--- src/logic/t1b_defines.svh ---
// Purpose: Offsets, fields, reset values and counts for the T1 message
//          and data-link slot mapping block.
// Assumes: Register index times four is the AXI byte address.
// Notes:   Definitions only.
//
// Functional notes
// - A transmit code other than all ones is sent as a message.
// - Pattern is 11111110, code bits 0 to 5, then 0, on F-bit link.
// - Message send and receive validation work only in extended superframe.
// - Selector 0: declare on match, 8 of 10 equal, differs from last.
// - Selector 1: declare on match, 4 of 5 equal, differs from last.
// - Declared code loads received field, top bit holds message LSB.
// - Update flag sets on each field load, cleared by writing 1.
// - Interrupt output is flag gated by the message interrupt enable.
// - Transmit link 2 and 3 enables switch each transmitter on or off.
// - Transmit link 1 enable acts only in superframe or DM formats.
// - Receive link 2 and 3 enables switch each receiver on or off.
// - Receive link 1 enable acts only in superframe or DM formats.
// - Transmit even and odd selects gate insertion per frame parity.
// - Channel number 0 to 23 is binary, selecting channels 1 to 24.
// - Channel number ignored, nothing inserted, when both selects are 0.
// - Mask bit 7 enables the first transmitted, most significant bit.
// - Mask has no effect when both frame selects of the link are 0.
// - Links 2 and 3 have separate assignment and mask, both directions.
// - Receive even select gates extraction from even frames.
// - Receive odd select gates odd frames; channel and mask as transmit.
`ifndef T1B_DEFINES_SVH
`define T1B_DEFINES_SVH

// ----------------------------------------
// Register indices
// ----------------------------------------
`define T1B_IDX_TXCODE 10'h080
`define T1B_IDX_MSGCTL 10'h081
`define T1B_IDX_MSGIND 10'h082
`define T1B_IDX_RXCODE 10'h083
`define T1B_IDX_TXEN 10'h084
`define T1B_IDX_TXASG2 10'h086
`define T1B_IDX_TXASG3 10'h087
`define T1B_IDX_TXMSK2 10'h089
`define T1B_IDX_TXMSK3 10'h08A
`define T1B_IDX_RXEN 10'h08B
`define T1B_IDX_RXASG2 10'h08D
`define T1B_IDX_RXASG3 10'h08E
`define T1B_IDX_RXMSK2 10'h090
`define T1B_IDX_RXMSK3 10'h091
`define T1B_IDX_FMT 10'h0A0

// ----------------------------------------
// Fields, reset values, counts
// ----------------------------------------
`define T1B_BIT_VALSEL 5
`define T1B_BIT_IRQEN 4
`define T1B_BIT_EVEN 6
`define T1B_BIT_ODD 5
`define T1B_BIT_ESF 0
`define T1B_BIT_DM 1
`define T1B_CODE_NONE 6'h3F
`define T1B_HDR 8'hFE
`define T1B_PAT_LAST 4'hE
`define T1B_WIN_STRICT 4'hA
`define T1B_WIN_FAST 4'h5
`define T1B_NEED_STRICT 4'h8
`define T1B_NEED_FAST 4'h4
`define T1B_LAST_CH 5'h17
`define T1B_RESP_OKAY 2'h0
`define T1B_RESP_SLVERR 2'h2

`endif

--- src/logic/t1b_pkg.sv ---
// Purpose: Types shared by the message and slot mapping block.
// Assumes: Constants live in t1b_defines.svh.
// Notes:   Whole module state is one packed struct.
package t1b_pkg;

   typedef enum logic {TX_IDLE, TX_SEND} t1b_tx_e;

   typedef struct packed {
      logic stb;
      logic odd;
      logic [4:0] chan;
      logic [2:0] bitn;
   } t1b_slot_s;

   typedef struct packed {
      logic [5:0] tx_code;
      logic val_sel;
      logic irq_en;
      logic flag;
      logic [5:0] rx_code;
      logic [2:0] tx_en;
      logic [2:0] rx_en;
      logic [1:0] fmt;
      logic [1:0][6:0] tx_asg;
      logic [1:0][6:0] rx_asg;
      logic [1:0][7:0] tx_msk;
      logic [1:0][7:0] rx_msk;
      t1b_tx_e tx_st;
      logic [14:0] tx_sh;
      logic [3:0] tx_cnt;
      logic tx_bit;
      logic tx_act;
      logic [14:0] rx_sh;
      logic [9:0][5:0] hist;
      logic [9:0] hval;
      logic [1:0] tx_ins;
      logic [1:0] rx_ext;
      logic aw_ok;
      logic w_ok;
      logic [9:0] widx;
      logic [7:0] wdat;
      logic wstb;
      logic bvalid;
      logic [1:0] bresp;
      logic rvalid;
      logic [31:0] rdata;
      logic [1:0] rresp;
   } t1b_state_s;

endpackage : t1b_pkg

--- src/logic/t1b_top.sv ---
// Purpose: ESF bit-oriented message send/receive and link 2/3 slot mapping.
// Assumes: Line strobes and slot position are synchronous to aclk.
// Notes:   AXI4-Lite slave, byte address is register index times four.
`timescale 1ns/1ps
`include "t1b_defines.svh"

module t1b_top #(
   parameter int ADDR_W = 12
) (
   input wire logic aclk,
   input wire logic aresetn,
   input wire logic [ADDR_W-1:0] awaddr,
   input wire logic awvalid,
   output logic awready,
   input wire logic [31:0] wdata,
   input wire logic [3:0] wstrb,
   input wire logic wvalid,
   output logic wready,
   output logic [1:0] bresp,
   output logic bvalid,
   input wire logic bready,
   input wire logic [ADDR_W-1:0] araddr,
   input wire logic arvalid,
   output logic arready,
   output logic [31:0] rdata,
   output logic [1:0] rresp,
   output logic rvalid,
   input wire logic rready,
   input wire logic tx_dl_stb,
   input wire logic rx_dl_stb,
   input wire logic rx_dl_bit,
   input wire t1b_pkg::t1b_slot_s tx_slot,
   input wire t1b_pkg::t1b_slot_s rx_slot,
   output logic tx_dl_bit,
   output logic tx_dl_active,
   output logic [1:0] tx_ins,
   output logic [1:0] rx_ext,
   output logic [2:0] tx_link_en,
   output logic [2:0] rx_link_en,
   output logic msg_irq
);

   if (ADDR_W < 12) begin : g_chk
      $error("ADDR_W must cover the register indices");
   end

   t1b_pkg::t1b_state_s st_r;
   t1b_pkg::t1b_state_s st_nxt;

   logic esf;
   logic lk1_ok;
   logic wr;
   logic [9:0] ridx;
   logic [14:0] rx_sh_n;
   logic [5:0] rx_c;
   logic [3:0] cnt;
   logic [3:0] win;
   logic [3:0] need;
   logic [14:0] pat;

   assign esf = st_r.fmt[`T1B_BIT_ESF];
   assign lk1_ok = st_r.fmt[`T1B_BIT_ESF] | st_r.fmt[`T1B_BIT_DM];
   assign ridx = araddr[11:2];
   assign wr = st_r.aw_ok & st_r.w_ok & ~st_r.bvalid & st_r.wstb;

   // ----------------------------------------
   // Slot match, shared by both links and directions
   // ----------------------------------------
   function automatic logic slot_hit(input logic [6:0] asg,
                                     input logic [7:0] msk,
                                     input t1b_pkg::t1b_slot_s s);
      logic par;
      par = s.odd ? asg[`T1B_BIT_ODD] : asg[`T1B_BIT_EVEN];
      // Both selects low: parity gate already blocks channel and mask
      return s.stb & par & (s.chan == asg[4:0])
             & msk[3'h7 - s.bitn];
   endfunction : slot_hit

   // ----------------------------------------
   // Register read mux
   // ----------------------------------------
   function automatic logic [7:0] rd_reg(input t1b_pkg::t1b_state_s s,
                                         input logic [9:0] i);
      case (i)
         `T1B_IDX_TXCODE: rd_reg = {2'h0, s.tx_code};
         `T1B_IDX_MSGCTL: rd_reg = {2'h0, s.val_sel, s.irq_en, 4'h0};
         `T1B_IDX_MSGIND: rd_reg = {7'h00, s.flag};
         `T1B_IDX_RXCODE: rd_reg = {2'h0, s.rx_code};
         `T1B_IDX_TXEN: rd_reg = {5'h00, s.tx_en};
         `T1B_IDX_TXASG2: rd_reg = {1'b0, s.tx_asg[0]};
         `T1B_IDX_TXASG3: rd_reg = {1'b0, s.tx_asg[1]};
         `T1B_IDX_TXMSK2: rd_reg = s.tx_msk[0];
         `T1B_IDX_TXMSK3: rd_reg = s.tx_msk[1];
         `T1B_IDX_RXEN: rd_reg = {5'h00, s.rx_en};
         `T1B_IDX_RXASG2: rd_reg = {1'b0, s.rx_asg[0]};
         `T1B_IDX_RXASG3: rd_reg = {1'b0, s.rx_asg[1]};
         `T1B_IDX_RXMSK2: rd_reg = s.rx_msk[0];
         `T1B_IDX_RXMSK3: rd_reg = s.rx_msk[1];
         `T1B_IDX_FMT: rd_reg = {6'h00, s.fmt};
         default: rd_reg = 8'h00;
      endcase
   endfunction : rd_reg

   function automatic logic mapped(input logic [9:0] i);
      case (i)
         `T1B_IDX_TXCODE, `T1B_IDX_MSGCTL, `T1B_IDX_MSGIND,
         `T1B_IDX_RXCODE, `T1B_IDX_TXEN, `T1B_IDX_TXASG2,
         `T1B_IDX_TXASG3, `T1B_IDX_TXMSK2, `T1B_IDX_TXMSK3,
         `T1B_IDX_RXEN, `T1B_IDX_RXASG2, `T1B_IDX_RXASG3,
         `T1B_IDX_RXMSK2, `T1B_IDX_RXMSK3, `T1B_IDX_FMT: mapped = 1'b1;
         default: mapped = 1'b0;
      endcase
   endfunction : mapped

   // ----------------------------------------
   // Next state
   // ----------------------------------------
   always_comb begin
      st_nxt = st_r;
      rx_sh_n = {st_r.rx_sh[13:0], rx_dl_bit};
      rx_c = rx_sh_n[6:1];
      pat = {`T1B_HDR, st_r.tx_code[0], st_r.tx_code[1], st_r.tx_code[2],
             st_r.tx_code[3], st_r.tx_code[4], st_r.tx_code[5], 1'b0};
      win = st_r.val_sel ? `T1B_WIN_FAST : `T1B_WIN_STRICT;
      need = st_r.val_sel ? `T1B_NEED_FAST : `T1B_NEED_STRICT;
      cnt = 4'h0;

      // AXI write channels, address and data in either order
      if (awvalid && awready) begin
         st_nxt.aw_ok = 1'b1;
         st_nxt.widx = awaddr[11:2];
      end
      if (wvalid && wready) begin
         st_nxt.w_ok = 1'b1;
         st_nxt.wdat = wdata[7:0];
         st_nxt.wstb = wstrb[0];
      end
      if (st_r.aw_ok && st_r.w_ok && !st_r.bvalid) begin
         st_nxt.aw_ok = 1'b0;
         st_nxt.w_ok = 1'b0;
         st_nxt.bvalid = 1'b1;
         st_nxt.bresp = mapped(st_r.widx) ? `T1B_RESP_OKAY
                                          : `T1B_RESP_SLVERR;
      end
      if (st_r.bvalid && bready) begin
         st_nxt.bvalid = 1'b0;
      end
      if (wr) begin
         case (st_r.widx)
            `T1B_IDX_TXCODE: st_nxt.tx_code = st_r.wdat[5:0];
            `T1B_IDX_MSGCTL: begin
               st_nxt.val_sel = st_r.wdat[`T1B_BIT_VALSEL];
               st_nxt.irq_en = st_r.wdat[`T1B_BIT_IRQEN];
            end
            `T1B_IDX_MSGIND: st_nxt.flag = st_r.flag & ~st_r.wdat[0];
            `T1B_IDX_TXEN: st_nxt.tx_en = st_r.wdat[2:0];
            `T1B_IDX_TXASG2: st_nxt.tx_asg[0] = st_r.wdat[6:0];
            `T1B_IDX_TXASG3: st_nxt.tx_asg[1] = st_r.wdat[6:0];
            `T1B_IDX_TXMSK2: st_nxt.tx_msk[0] = st_r.wdat;
            `T1B_IDX_TXMSK3: st_nxt.tx_msk[1] = st_r.wdat;
            `T1B_IDX_RXEN: st_nxt.rx_en = st_r.wdat[2:0];
            `T1B_IDX_RXASG2: st_nxt.rx_asg[0] = st_r.wdat[6:0];
            `T1B_IDX_RXASG3: st_nxt.rx_asg[1] = st_r.wdat[6:0];
            `T1B_IDX_RXMSK2: st_nxt.rx_msk[0] = st_r.wdat;
            `T1B_IDX_RXMSK3: st_nxt.rx_msk[1] = st_r.wdat;
            `T1B_IDX_FMT: st_nxt.fmt = st_r.wdat[1:0];
            default: st_nxt.fmt = st_r.fmt;
         endcase
      end

      // AXI read
      if (arvalid && arready) begin
         st_nxt.rvalid = 1'b1;
         st_nxt.rdata = {24'h000000, rd_reg(st_r, ridx)};
         st_nxt.rresp = mapped(ridx) ? `T1B_RESP_OKAY : `T1B_RESP_SLVERR;
      end else if (st_r.rvalid && rready) begin
         st_nxt.rvalid = 1'b0;
      end

      // Message transmit, one bit per data-link slot
      if (!esf) begin
         st_nxt.tx_st = t1b_pkg::TX_IDLE;
         st_nxt.tx_act = 1'b0;
         st_nxt.tx_bit = 1'b1;
         st_nxt.tx_cnt = 4'h0;
      end else if (tx_dl_stb) begin
         case (st_r.tx_st)
            t1b_pkg::TX_IDLE: begin
               if (st_r.tx_code != `T1B_CODE_NONE) begin
                  st_nxt.tx_st = t1b_pkg::TX_SEND;
                  st_nxt.tx_bit = pat[14];
                  st_nxt.tx_sh = {pat[13:0], 1'b0};
                  st_nxt.tx_cnt = `T1B_PAT_LAST;
                  st_nxt.tx_act = 1'b1;
               end else begin
                  st_nxt.tx_act = 1'b0;
                  st_nxt.tx_bit = 1'b1;
               end
            end
            t1b_pkg::TX_SEND: begin
               st_nxt.tx_bit = st_r.tx_sh[14];
               st_nxt.tx_sh = {st_r.tx_sh[13:0], 1'b0};
               st_nxt.tx_cnt = st_r.tx_cnt - 4'h1;
               // Last bit sent: next slot reloads, so code changes land here
               if (st_r.tx_cnt == 4'h1) begin
                  st_nxt.tx_st = t1b_pkg::TX_IDLE;
               end
            end
            default: st_nxt.tx_st = t1b_pkg::TX_IDLE;
         endcase
      end

      // Message receive and validation
      if (esf && rx_dl_stb) begin
         st_nxt.rx_sh = rx_sh_n;
         if (rx_sh_n[14:7] == `T1B_HDR && !rx_sh_n[0]) begin
            // Clear so one pattern never matches twice
            st_nxt.rx_sh = 15'h0000;
            st_nxt.hist = {st_r.hist[8:0], rx_c};
            st_nxt.hval = {st_r.hval[8:0], 1'b1};
            for (int i = 0; i < 10; i++) begin
               if (4'(i) < win && st_nxt.hval[i] &&
                   st_nxt.hist[i] == rx_c) begin
                  cnt = cnt + 4'h1;
               end
            end
            if (cnt >= need && rx_c != st_r.rx_code) begin
               st_nxt.rx_code = rx_c;
            end
         end
      end
      // Set beats a same-cycle clear
      if (st_nxt.rx_code != st_r.rx_code) begin
         st_nxt.flag = 1'b1;
      end

      // Slot mapping, registered per slot position
      for (int k = 0; k < 2; k++) begin
         st_nxt.tx_ins[k] = st_r.tx_en[k+1] &
            slot_hit(st_r.tx_asg[k], st_r.tx_msk[k], tx_slot);
         st_nxt.rx_ext[k] = st_r.rx_en[k+1] &
            slot_hit(st_r.rx_asg[k], st_r.rx_msk[k], rx_slot);
      end
   end

   always_ff @(posedge aclk) begin
      if (!aresetn) begin
         st_r <= '0;
         st_r.tx_code <= `T1B_CODE_NONE;
         st_r.rx_code <= `T1B_CODE_NONE;
         st_r.tx_bit <= 1'b1;
         st_r.tx_st <= t1b_pkg::TX_IDLE;
      end else begin
         st_r <= st_nxt;
      end
   end

   // ----------------------------------------
   // Outputs
   // ----------------------------------------
   assign awready = ~st_r.aw_ok & ~st_r.bvalid;
   assign wready = ~st_r.w_ok & ~st_r.bvalid;
   assign bvalid = st_r.bvalid;
   assign bresp = st_r.bresp;
   assign arready = ~st_r.rvalid;
   assign rvalid = st_r.rvalid;
   assign rdata = st_r.rdata;
   assign rresp = st_r.rresp;
   assign tx_dl_bit = st_r.tx_bit;
   assign tx_dl_active = st_r.tx_act;
   assign tx_ins = st_r.tx_ins;
   assign rx_ext = st_r.rx_ext;
   assign tx_link_en = {st_r.tx_en[2:1], st_r.tx_en[0] & lk1_ok};
   assign rx_link_en = {st_r.rx_en[2:1], st_r.rx_en[0] & lk1_ok};
   assign msg_irq = st_r.flag & st_r.irq_en;

   // ----------------------------------------
   // Checks
   // ----------------------------------------
   code_sets_flag_a: assert property (@(posedge aclk)
      disable iff (!aresetn) !$stable(st_r.rx_code) |-> st_r.flag)
      else $error("code update without flag");

   irq_masked_a: assert property (@(posedge aclk)
      disable iff (!aresetn) !st_r.irq_en |-> !msg_irq)
      else $error("interrupt while disabled");

   no_esf_tx_a: assert property (@(posedge aclk)
      disable iff (!aresetn) !esf |=> !tx_dl_active)
      else $error("message sent outside superframe");

   pat_head_a: assert property (@(posedge aclk)
      disable iff (!aresetn) $rose(tx_dl_active) |-> tx_dl_bit)
      else $error("pattern does not start with one");

   rx_hold_a: assert property (@(posedge aclk)
      disable iff (!aresetn) !esf |=> $stable(st_r.rx_code))
      else $error("code declared outside superframe");

   idle_code_a: assert property (@(posedge aclk)
      disable iff (!aresetn)
      (esf && tx_dl_stb && st_r.tx_st == t1b_pkg::TX_IDLE &&
       st_r.tx_code == `T1B_CODE_NONE) |=> !tx_dl_active)
      else $error("all-ones code transmitted");

   no_select_a: assert property (@(posedge aclk)
      disable iff (!aresetn)
      (st_r.tx_asg[0][6:5] == 2'b00) |=> !tx_ins[0])
      else $error("insert with both selects low");

   tx_dis_a: assert property (@(posedge aclk)
      disable iff (!aresetn) !st_r.tx_en[2] |=> !tx_ins[1])
      else $error("disabled link inserts");

   resp_hold_a: assert property (@(posedge aclk)
      disable iff (!aresetn)
      (bvalid && !bready) |=> bvalid && $stable(bresp))
      else $error("write response dropped");

   link1_fmt_a: assert property (@(posedge aclk)
      disable iff (!aresetn) !lk1_ok |-> tx_link_en[0] == 1'b0)
      else $error("link 1 on in wrong format");

   flag_hold_a: assert property (@(posedge aclk)
      disable iff (!aresetn)
      (st_r.flag && !(wr && st_r.widx == `T1B_IDX_MSGIND &&
                      st_r.wdat[0])) |=> st_r.flag)
      else $error("update flag lost without clear");

   rx_dis_a: assert property (@(posedge aclk)
      disable iff (!aresetn) !st_r.rx_en[1] |=> !rx_ext[0])
      else $error("disabled link extracts");

   mask_off_a: assert property (@(posedge aclk)
      disable iff (!aresetn)
      (st_r.tx_msk[1] == 8'h00) |=> !tx_ins[1])
      else $error("insert with empty bit mask");

   rd_retire_a: assert property (@(posedge aclk)
      disable iff (!aresetn) (rvalid && rready) |=> !rvalid)
      else $error("read answer not retired");

endmodule : t1b_top

--- config.mk ---
export PLATFORM = sky130hd
export DESIGN_NAME = t1b_top
export DESIGN_NICKNAME = d
export VERILOG_FILES = /design/src/logic/t1b_pkg.sv /design/src/logic/t1b_top.sv
export VERILOG_INCLUDE_DIRS = /design/src /design/src/logic
export SDC_FILE = /design/constraint.sdc
export NUM_CORES = 1
export LEC_CHECK = 0
export ABC_AREA = 1
export BUFFER_PORTS_ARGS = -buffer_cell sky130_fd_sc_hd__buf_2
export CAP_MARGIN = 15
export CELL_PAD_IN_SITES_DETAIL_PLACEMENT = 0
export CELL_PAD_IN_SITES_GLOBAL_PLACEMENT = 1
export CORE_MARGIN = 8
export CORE_UTILIZATION = 42
export DETAILED_ROUTE_END_ITERATION = 16
export PLACE_DENSITY_LB_ADDON = 0.1
export SLEW_MARGIN = 10
export SYNTH_ARGS = -nofsm -noshare
export SYNTH_HDL_FRONTEND = slang
export SYNTH_SLANG_ARGS = --single-unit
--- constraint.sdc ---
create_clock -name aclk -period 7.5 [get_ports aclk]
set_input_delay 1.5 -clock aclk [delete_from_list [all_inputs] [get_ports aclk]]
set_output_delay 1.5 -clock aclk [all_outputs]
set_load 0.03 [all_outputs]
==> metrics, run 1 <==
outcome=completed; DRC violations left=0; EDFF count, synth=0; Site Rows=59; WL met2=13.5 mm; Initial Util=42.6%; Synth Area in Adders=1.54%; complex-gate fraction of the synthesized area=25.2%; Max rail drop VDD=0.179 mV; Slew Limit Fails=0; num ports=144; Met3 Wirelength=1.90 mm; number of max-cap violations=0; Final Critical Period=6550 ps; CP Class=reg2reg; input/output buffers=86; Slew @ Worst Pin=1050 ps; largest family of logic cells by synthesized area=compound AO/OA/AOI/OAI gates; 1st-iter DRT viols=688; DRT Wirelength=32.6 mm; simple-gate share of the synthesized area=18.3%; Crit. End Element=flip-flop; fin nets=1690; commonest cells after routing, fill and taps aside=inv_1, dfxtp_1, nand2_1; Die W=178 um; CP max-delay cell=dfxtp_1; Highest Signal Layer=met4; Switching Fraction=23.7%; sw power=0.615 mW; Comb pwr share=5.7%; vias per cell=5.26; post-synth top area cell=dfxtp_1; worst slack, placed=908 ps; CORE AREA=0.0259 mm^2; CTS tree=done; upper clock frequency limit=0.153 GHz; post-synthesis sequential area ratio=39.4%; Power Dens Cells=210 mW/mm^2; Max-slew headroom=29.7%; 1st-pass router iterations=5; clock sink count=217; vias in the first global route=9597; final setup fails=0; Max H-tree Level=1; Worst EP required=7860 ps; post-route setup TNS=0 ps; P_int=1.98 mW; most common cell after layout, fill and taps aside=inv_1; Die Height=178 um; Final period util=87.3%; syn_area_per_cell=7.13 um^2; clock slew at reported path FFs=60 ps; gpl congestion=0.874; Post-CTS Setup Bufs=0; Post-Synthesis Cells=1549; Cell Area, Synth=0.0110 mm^2; Final Skew=11.6 ps; Yosys top cell area share=39.4%; first-pass GRT wire length=52.1 mm; critical path peak fanout=15; DP Wirelength=23.3 mm; synth top area cells=dfxtp_1, a21oi_1, inv_1, o21ai_0, nand2_1; Fin. Hold Viols=0; synth-to-layout area growth=11.6%; Clk network pwr share=48.4%; share of layout cells above drive strength 1=10.2%; main flop type after synthesis=dfxtp_1; sequential power share=45.9%; die footprint=0.0317 mm^2; post-cts sizing count=0; GRT Total Usage=20.3%; CP bufs+invs=4; post-synthesis xor/xnor area fraction=2.38%; final worst slack=952 ps; cell mode on critical path=nand2_1; RSZ-0062 raised after global routing=false; initial antenna violation count=0; via count=10200; max incr delay on CP=830 ps; Setup crit start kind=flip-flop; met1 WL=16.5 mm; WL/cell=16.8 um; Async SR Flop Fraction=0%; n_diodes=0; Netlist cell types=55; gr ovfl total=0; CTS Hold Bufs=0; r2r setup slk=950 ps; CTS buffer count=25; post-synthesis mux area share=0%; CP arrival=6910 ps; pin count of the biggest net entering global routing=104; post-route ant nets=0; Bufs on Longest Clock Path=3; worst-skew pair later-pin latency=520 ps; synthesized flop and latch total=217; delay-heaviest family, CP=simple AND/OR/NAND/NOR gates; Root Driver=clkbuf_16; Pleak=5.22 nW; synth warn=0; worst hold path type=reg2reg
==> layout make-up <==
cell class | instances | area (um^2)
fillers | 2743 | 13600
multi-input cells | 1019 | 5340
flip-flops and latches | 217 | 4340
inverters | 228 | 856
clock buffers | 36 | 727
repair buffers | 96 | 508
well taps | 335 | 419
clock inverters | 9 | 120
==> power by group through the flow <==
stage	combinational, mW	clock, mW	sequential (mW)
2_1_floorplan	0.113	0	1.20
3_3_place_gp	0.147	0	1.21
3_5_place_dp	0.148	0	1.21
4_1_cts	0.148	1.28	1.19
5_1_grt	0.166	1.33	1.19
6_report	0.148	1.26	1.19
==> registers in the layout, indices dropped and copies added (netlist names) <==
signal	count
st_r	174
bvalid	1
bresp	1
pat	6
rresp	1
tx_ins	2
tx_dl_bit	1
rx_ext	2
esf	1
rdata	8
rx_c	6
tx_dl_active	1
rvalid	1
rx_sh_n	8
rx_link_en	2
tx_link_en	2
==> Yosys cell counts (5+ instances only) <==
library cell,instances
nor3_1,21
nor2_1,146
o21ai_0,160
a22oi_1,6
inv_1,220
nor2_2,5
a21oi_1,184
a221oi_1,8
o21ai_1,5
nand3_1,58
nor4_1,12
o211ai_1,27
o22ai_1,28
buf_4,46
nand2_1,188
nand4_1,15
clkbuf_1,56
o2111ai_1,5
xnor2_1,16
inv_2,7
o221ai_1,13
dfxtp_1,217
ha_1,12
a211oi_1,27
nand2_2,5
xor2_1,14
o41ai_1,6
==> worst register-to-register path, delay by kind of cell, from the launching register on <==
family	cells	cell delay, ps
XOR/XNOR	1	70
AND/OR/NAND/NOR	19	2800
flip-flops	1	830
buffers and inverters	4	470
AO/OA/AOI/OAI	1	90
adder cells (fa/ha/maj)	7	2110
==> path summary, 6_finish.rpt <==
check	start	to	cells after the start
worst max register to register	rx_c[0]	st_r[239]	32
worst min register to register	bresp[1]	bresp[1]	2
worst min-delay path	bresp[1]	bresp[1]	2
worst max-delay path	rx_c[0]	st_r[239]	32
==> logic make-up after synthesis <==
logic type	after synthesis
fa+ha+maj	13
simple gates	466
buf+inv	338
other cells	1
flops	217
compound gates	484
xor+xnor	30
==> routing by layer <==
layer  vias to the layer above  global-route usage (%)
met4                         0                    4.65
met3                        46                    2.84
li1                       5233                       -
met1                      4661                    30.2
met2                       259                    30.4
met5                         -                       0
==> through the flow <==
step           std cells  power [mW]  hold WS, ps  area (um^2)  util, %
3_3_place_gp        1895        1.36          444        11500     44.3
2_1_floorplan       1574        1.31          430        11100        -
5_1_grt             1940        2.68          478        12300     47.5
4_1_cts             1940        2.62          464        12300     47.5
6_report            1940        2.59          461        12300     47.5
3_5_place_dp        1895        1.36          454        11500     44.3
(Power assumes the default switching activity.)
==> inputs of run 2 (changes only) <==
--- a/config.mk
+++ b/config.mk
@@ -9,10 +9,10 @@
 export ABC_AREA = 1
 export BUFFER_PORTS_ARGS = -buffer_cell sky130_fd_sc_hd__buf_2
 export CAP_MARGIN = 15
-export CELL_PAD_IN_SITES_DETAIL_PLACEMENT = 0
-export CELL_PAD_IN_SITES_GLOBAL_PLACEMENT = 1
+export CELL_PAD_IN_SITES_DETAIL_PLACEMENT = 1
+export CELL_PAD_IN_SITES_GLOBAL_PLACEMENT = 2
 export CORE_MARGIN = 8
-export CORE_UTILIZATION = 42
+export CORE_UTILIZATION = 33
 export DETAILED_ROUTE_END_ITERATION = 16
 export PLACE_DENSITY_LB_ADDON = 0.1
 export SLEW_MARGIN = 10
==> run 2 against run 1 <==
Final cell count grew 6.2%. Critical path depth is the same. Clock-buffer cell count is the same. Maximum frequency grew 2.0%. Largest power group unchanged. First-iteration DRC count shrank 28%. Via count grew 2.0%. Clock power grew 13%. Combinational power grew 3%. Sequential cell count is the same. Non-clock buffer count grew 3. Sequential power is essentially flat.
==> metrics, run 2 (synthesis gave the netlist of run 1 again) <==
vias in the first global route=10700 (+12%); first-pass GRT wire length=59.8 mm (+15%); max incr delay on CP=780 ps (-50 ps); post-route setup TNS=0 ps (unchanged); worst hold path type=reg2reg; CP Class=reg2reg; crit path to=st_r[240]; via count=10400 (+2.0%); 1st-iter DRT viols=497 (-28%); GRT Total Usage=18.9% (-1.5 points); WL/cell=18.2 um (+8.4%); share of layout cells above drive strength 1=10.8% (+0.57 points); CP arrival=6820 ps (-90 ps); gr ovfl total=0 (unchanged); Worst Setup SP=rx_c[0]; Bufs on Longest Clock Path=3 (unchanged); final setup fails=0 (unchanged); clock slew at reported path FFs=60 ps (about the same); Power Dens Cells=220 mW/mm^2 (+4.5%); Die Height=199 um (+12%); Slew @ Worst Pin=999 ps (-46.6 ps); post-cts sizing count=0 (unchanged); CP max-delay cell=nor4_1; Worst EP required=7900 ps (+40 ps); vias per cell=5.05 (-4.0%); Pleak=5.28 nW (+1.2%); Slew Limit Fails=0 (unchanged); Initial Util=33.2% (-9.4 points); gpl congestion=0.827 (-5.4%); critical path peak fanout=15 (unchanged); Setup crit start kind=flip-flop; Final Critical Period=6420 ps (-129 ps); die footprint=0.0396 mm^2 (+25%); Die W=199 um (+12%); r2r setup slk=1080 ps (+130 ps); most common cell after layout, fill and taps aside=inv_1; worst-skew pair later-pin latency=540 ps (+20 ps); cell mode on critical path=nand2_1; outcome=completed; num ports=144 (unchanged); number of max-cap violations=0 (unchanged); final worst slack=1080 ps (+129 ps); upper clock frequency limit=0.156 GHz (+2.0%); max reg flops=174 (unchanged); n_diodes=0 (unchanged); reg2reg end=st_r[240]; worst slack, placed=978 ps (+70.0 ps); worst reg2reg path depth=32 (unchanged); Final Skew=17.0 ps (+5.38 ps); synth-to-layout area growth=14.3%; input/output buffers=86 (unchanged); Top reg by flops=st_r; fin nets=1695 (+0.30%); Post-CTS Setup Bufs=0 (unchanged); commonest cells after routing, fill and taps aside=inv_1, dfxtp_1, nand2_1; post-route ant nets=0 (unchanged); Fin. Hold Viols=0 (unchanged); DP Wirelength=27.0 mm (+16%); clock sink count=217 (unchanged); 1st-pass router iterations=5 (unchanged); Max H-tree Level=1 (unchanged); Root Driver=clkbuf_16; CTS tree=done; RR Startpoint=rx_c[0]; DRC violations left=0 (unchanged); CTS Hold Bufs=0 (unchanged); Site Rows=67 (+14%); CORE AREA=0.0333 mm^2 (+28%); Crit. End Element=flip-flop; FILL cells=4215 (+54%); RSZ-0062 raised after global routing=false; Max-slew headroom=32.9% (+3.2 points); DRT Wirelength=37.5 mm (+15%); initial antenna violation count=0 (unchanged); pin count of the biggest net entering global routing=104 (unchanged); CTS buffer count=27 (+8.0%); Final period util=85.6% (-1.7 points); Max rail drop VDD=0.170 mV (-4.9%)
-- run 2: cell types whose count changed in the layout (fill, tap and decap cells not counted), sizes merged --
cell,change
inv,+2
buf,+3
clkinv,-4
clkinvlp,+5
bufinv,+2
-- run 2: final cells by class --
cell class / instances / area, um^2 / area share, %
timing repair buffer: 99 / 531 / 4.20
tap: 448 / 561 / 4.44
inverter: 228 / 856 / 6.78
sequential: 217 / 4340 / 34.4
clock buffer: 36 / 769 / 6.10
multi-input combinational: 1019 / 5340 / 42.3
clock inverter: 14 / 215 / 1.71
-- run 2: worst max-delay path: cells and delay by family, from the launching register on --
kind	cells	cell delay (ps)
flip-flops	1	740
AND/OR/NAND/NOR	19	2810
buffers and inverters	4	440
AO/OA/AOI/OAI	1	100
adder cells (fa/ha/maj)	7	2110
XOR/XNOR	1	70
-- run 2: how the worst min path moves through the flow --
stage              endpoint          from  cells past startpoint  slack, ps
2_1_floorplan      st_r[54]      st_r[54]                      2        430
3_3_place_gp   tx_dl_active  tx_dl_active                      2        450
3_5_place_dp      st_r[159]     st_r[159]                      2        460
4_1_cts            st_r[54]      st_r[54]                      2        470
5_1_grt        tx_dl_active  tx_dl_active                      2        490
6_report           st_r[54]      st_r[54]                      2        460
-- run 2: routing by layer --
metal	part of all wire (%)	vias to the layer above	routed length, um	track usage [%]
met1	51	4972	19200	26.9
met4	2.1	0	798	4.31
met3	3.3	46	1240	2.47
met5	0	-	0	0
met2	43	135	16200	29.9
li1	-	5246	-	-
-- run 2: through the flow --
stage / power, mW / instances / cell area (um^2) / hold WS (ps) / utilization (%)
after floorplan: 1.31 / 1574 / 11100 / 430 / -
after global placement: 1.37 / 2011 / 11600 / 449 / 35.0
after detailed placement: 1.37 / 2011 / 11600 / 458 / 35.0
after CTS: 2.81 / 2061 / 12600 / 467 / 37.9
after global routing: 2.88 / 2061 / 12600 / 492 / 37.9
final: 2.77 / 2061 / 12600 / 461 / 37.9
-- run 2: power by group --
group	internal (mW)	switching [mW]	total, mW
combinational	0.0380	0.115	0.153
clock	0.894	0.539	1.43
sequential	1.17	0.0231	1.19
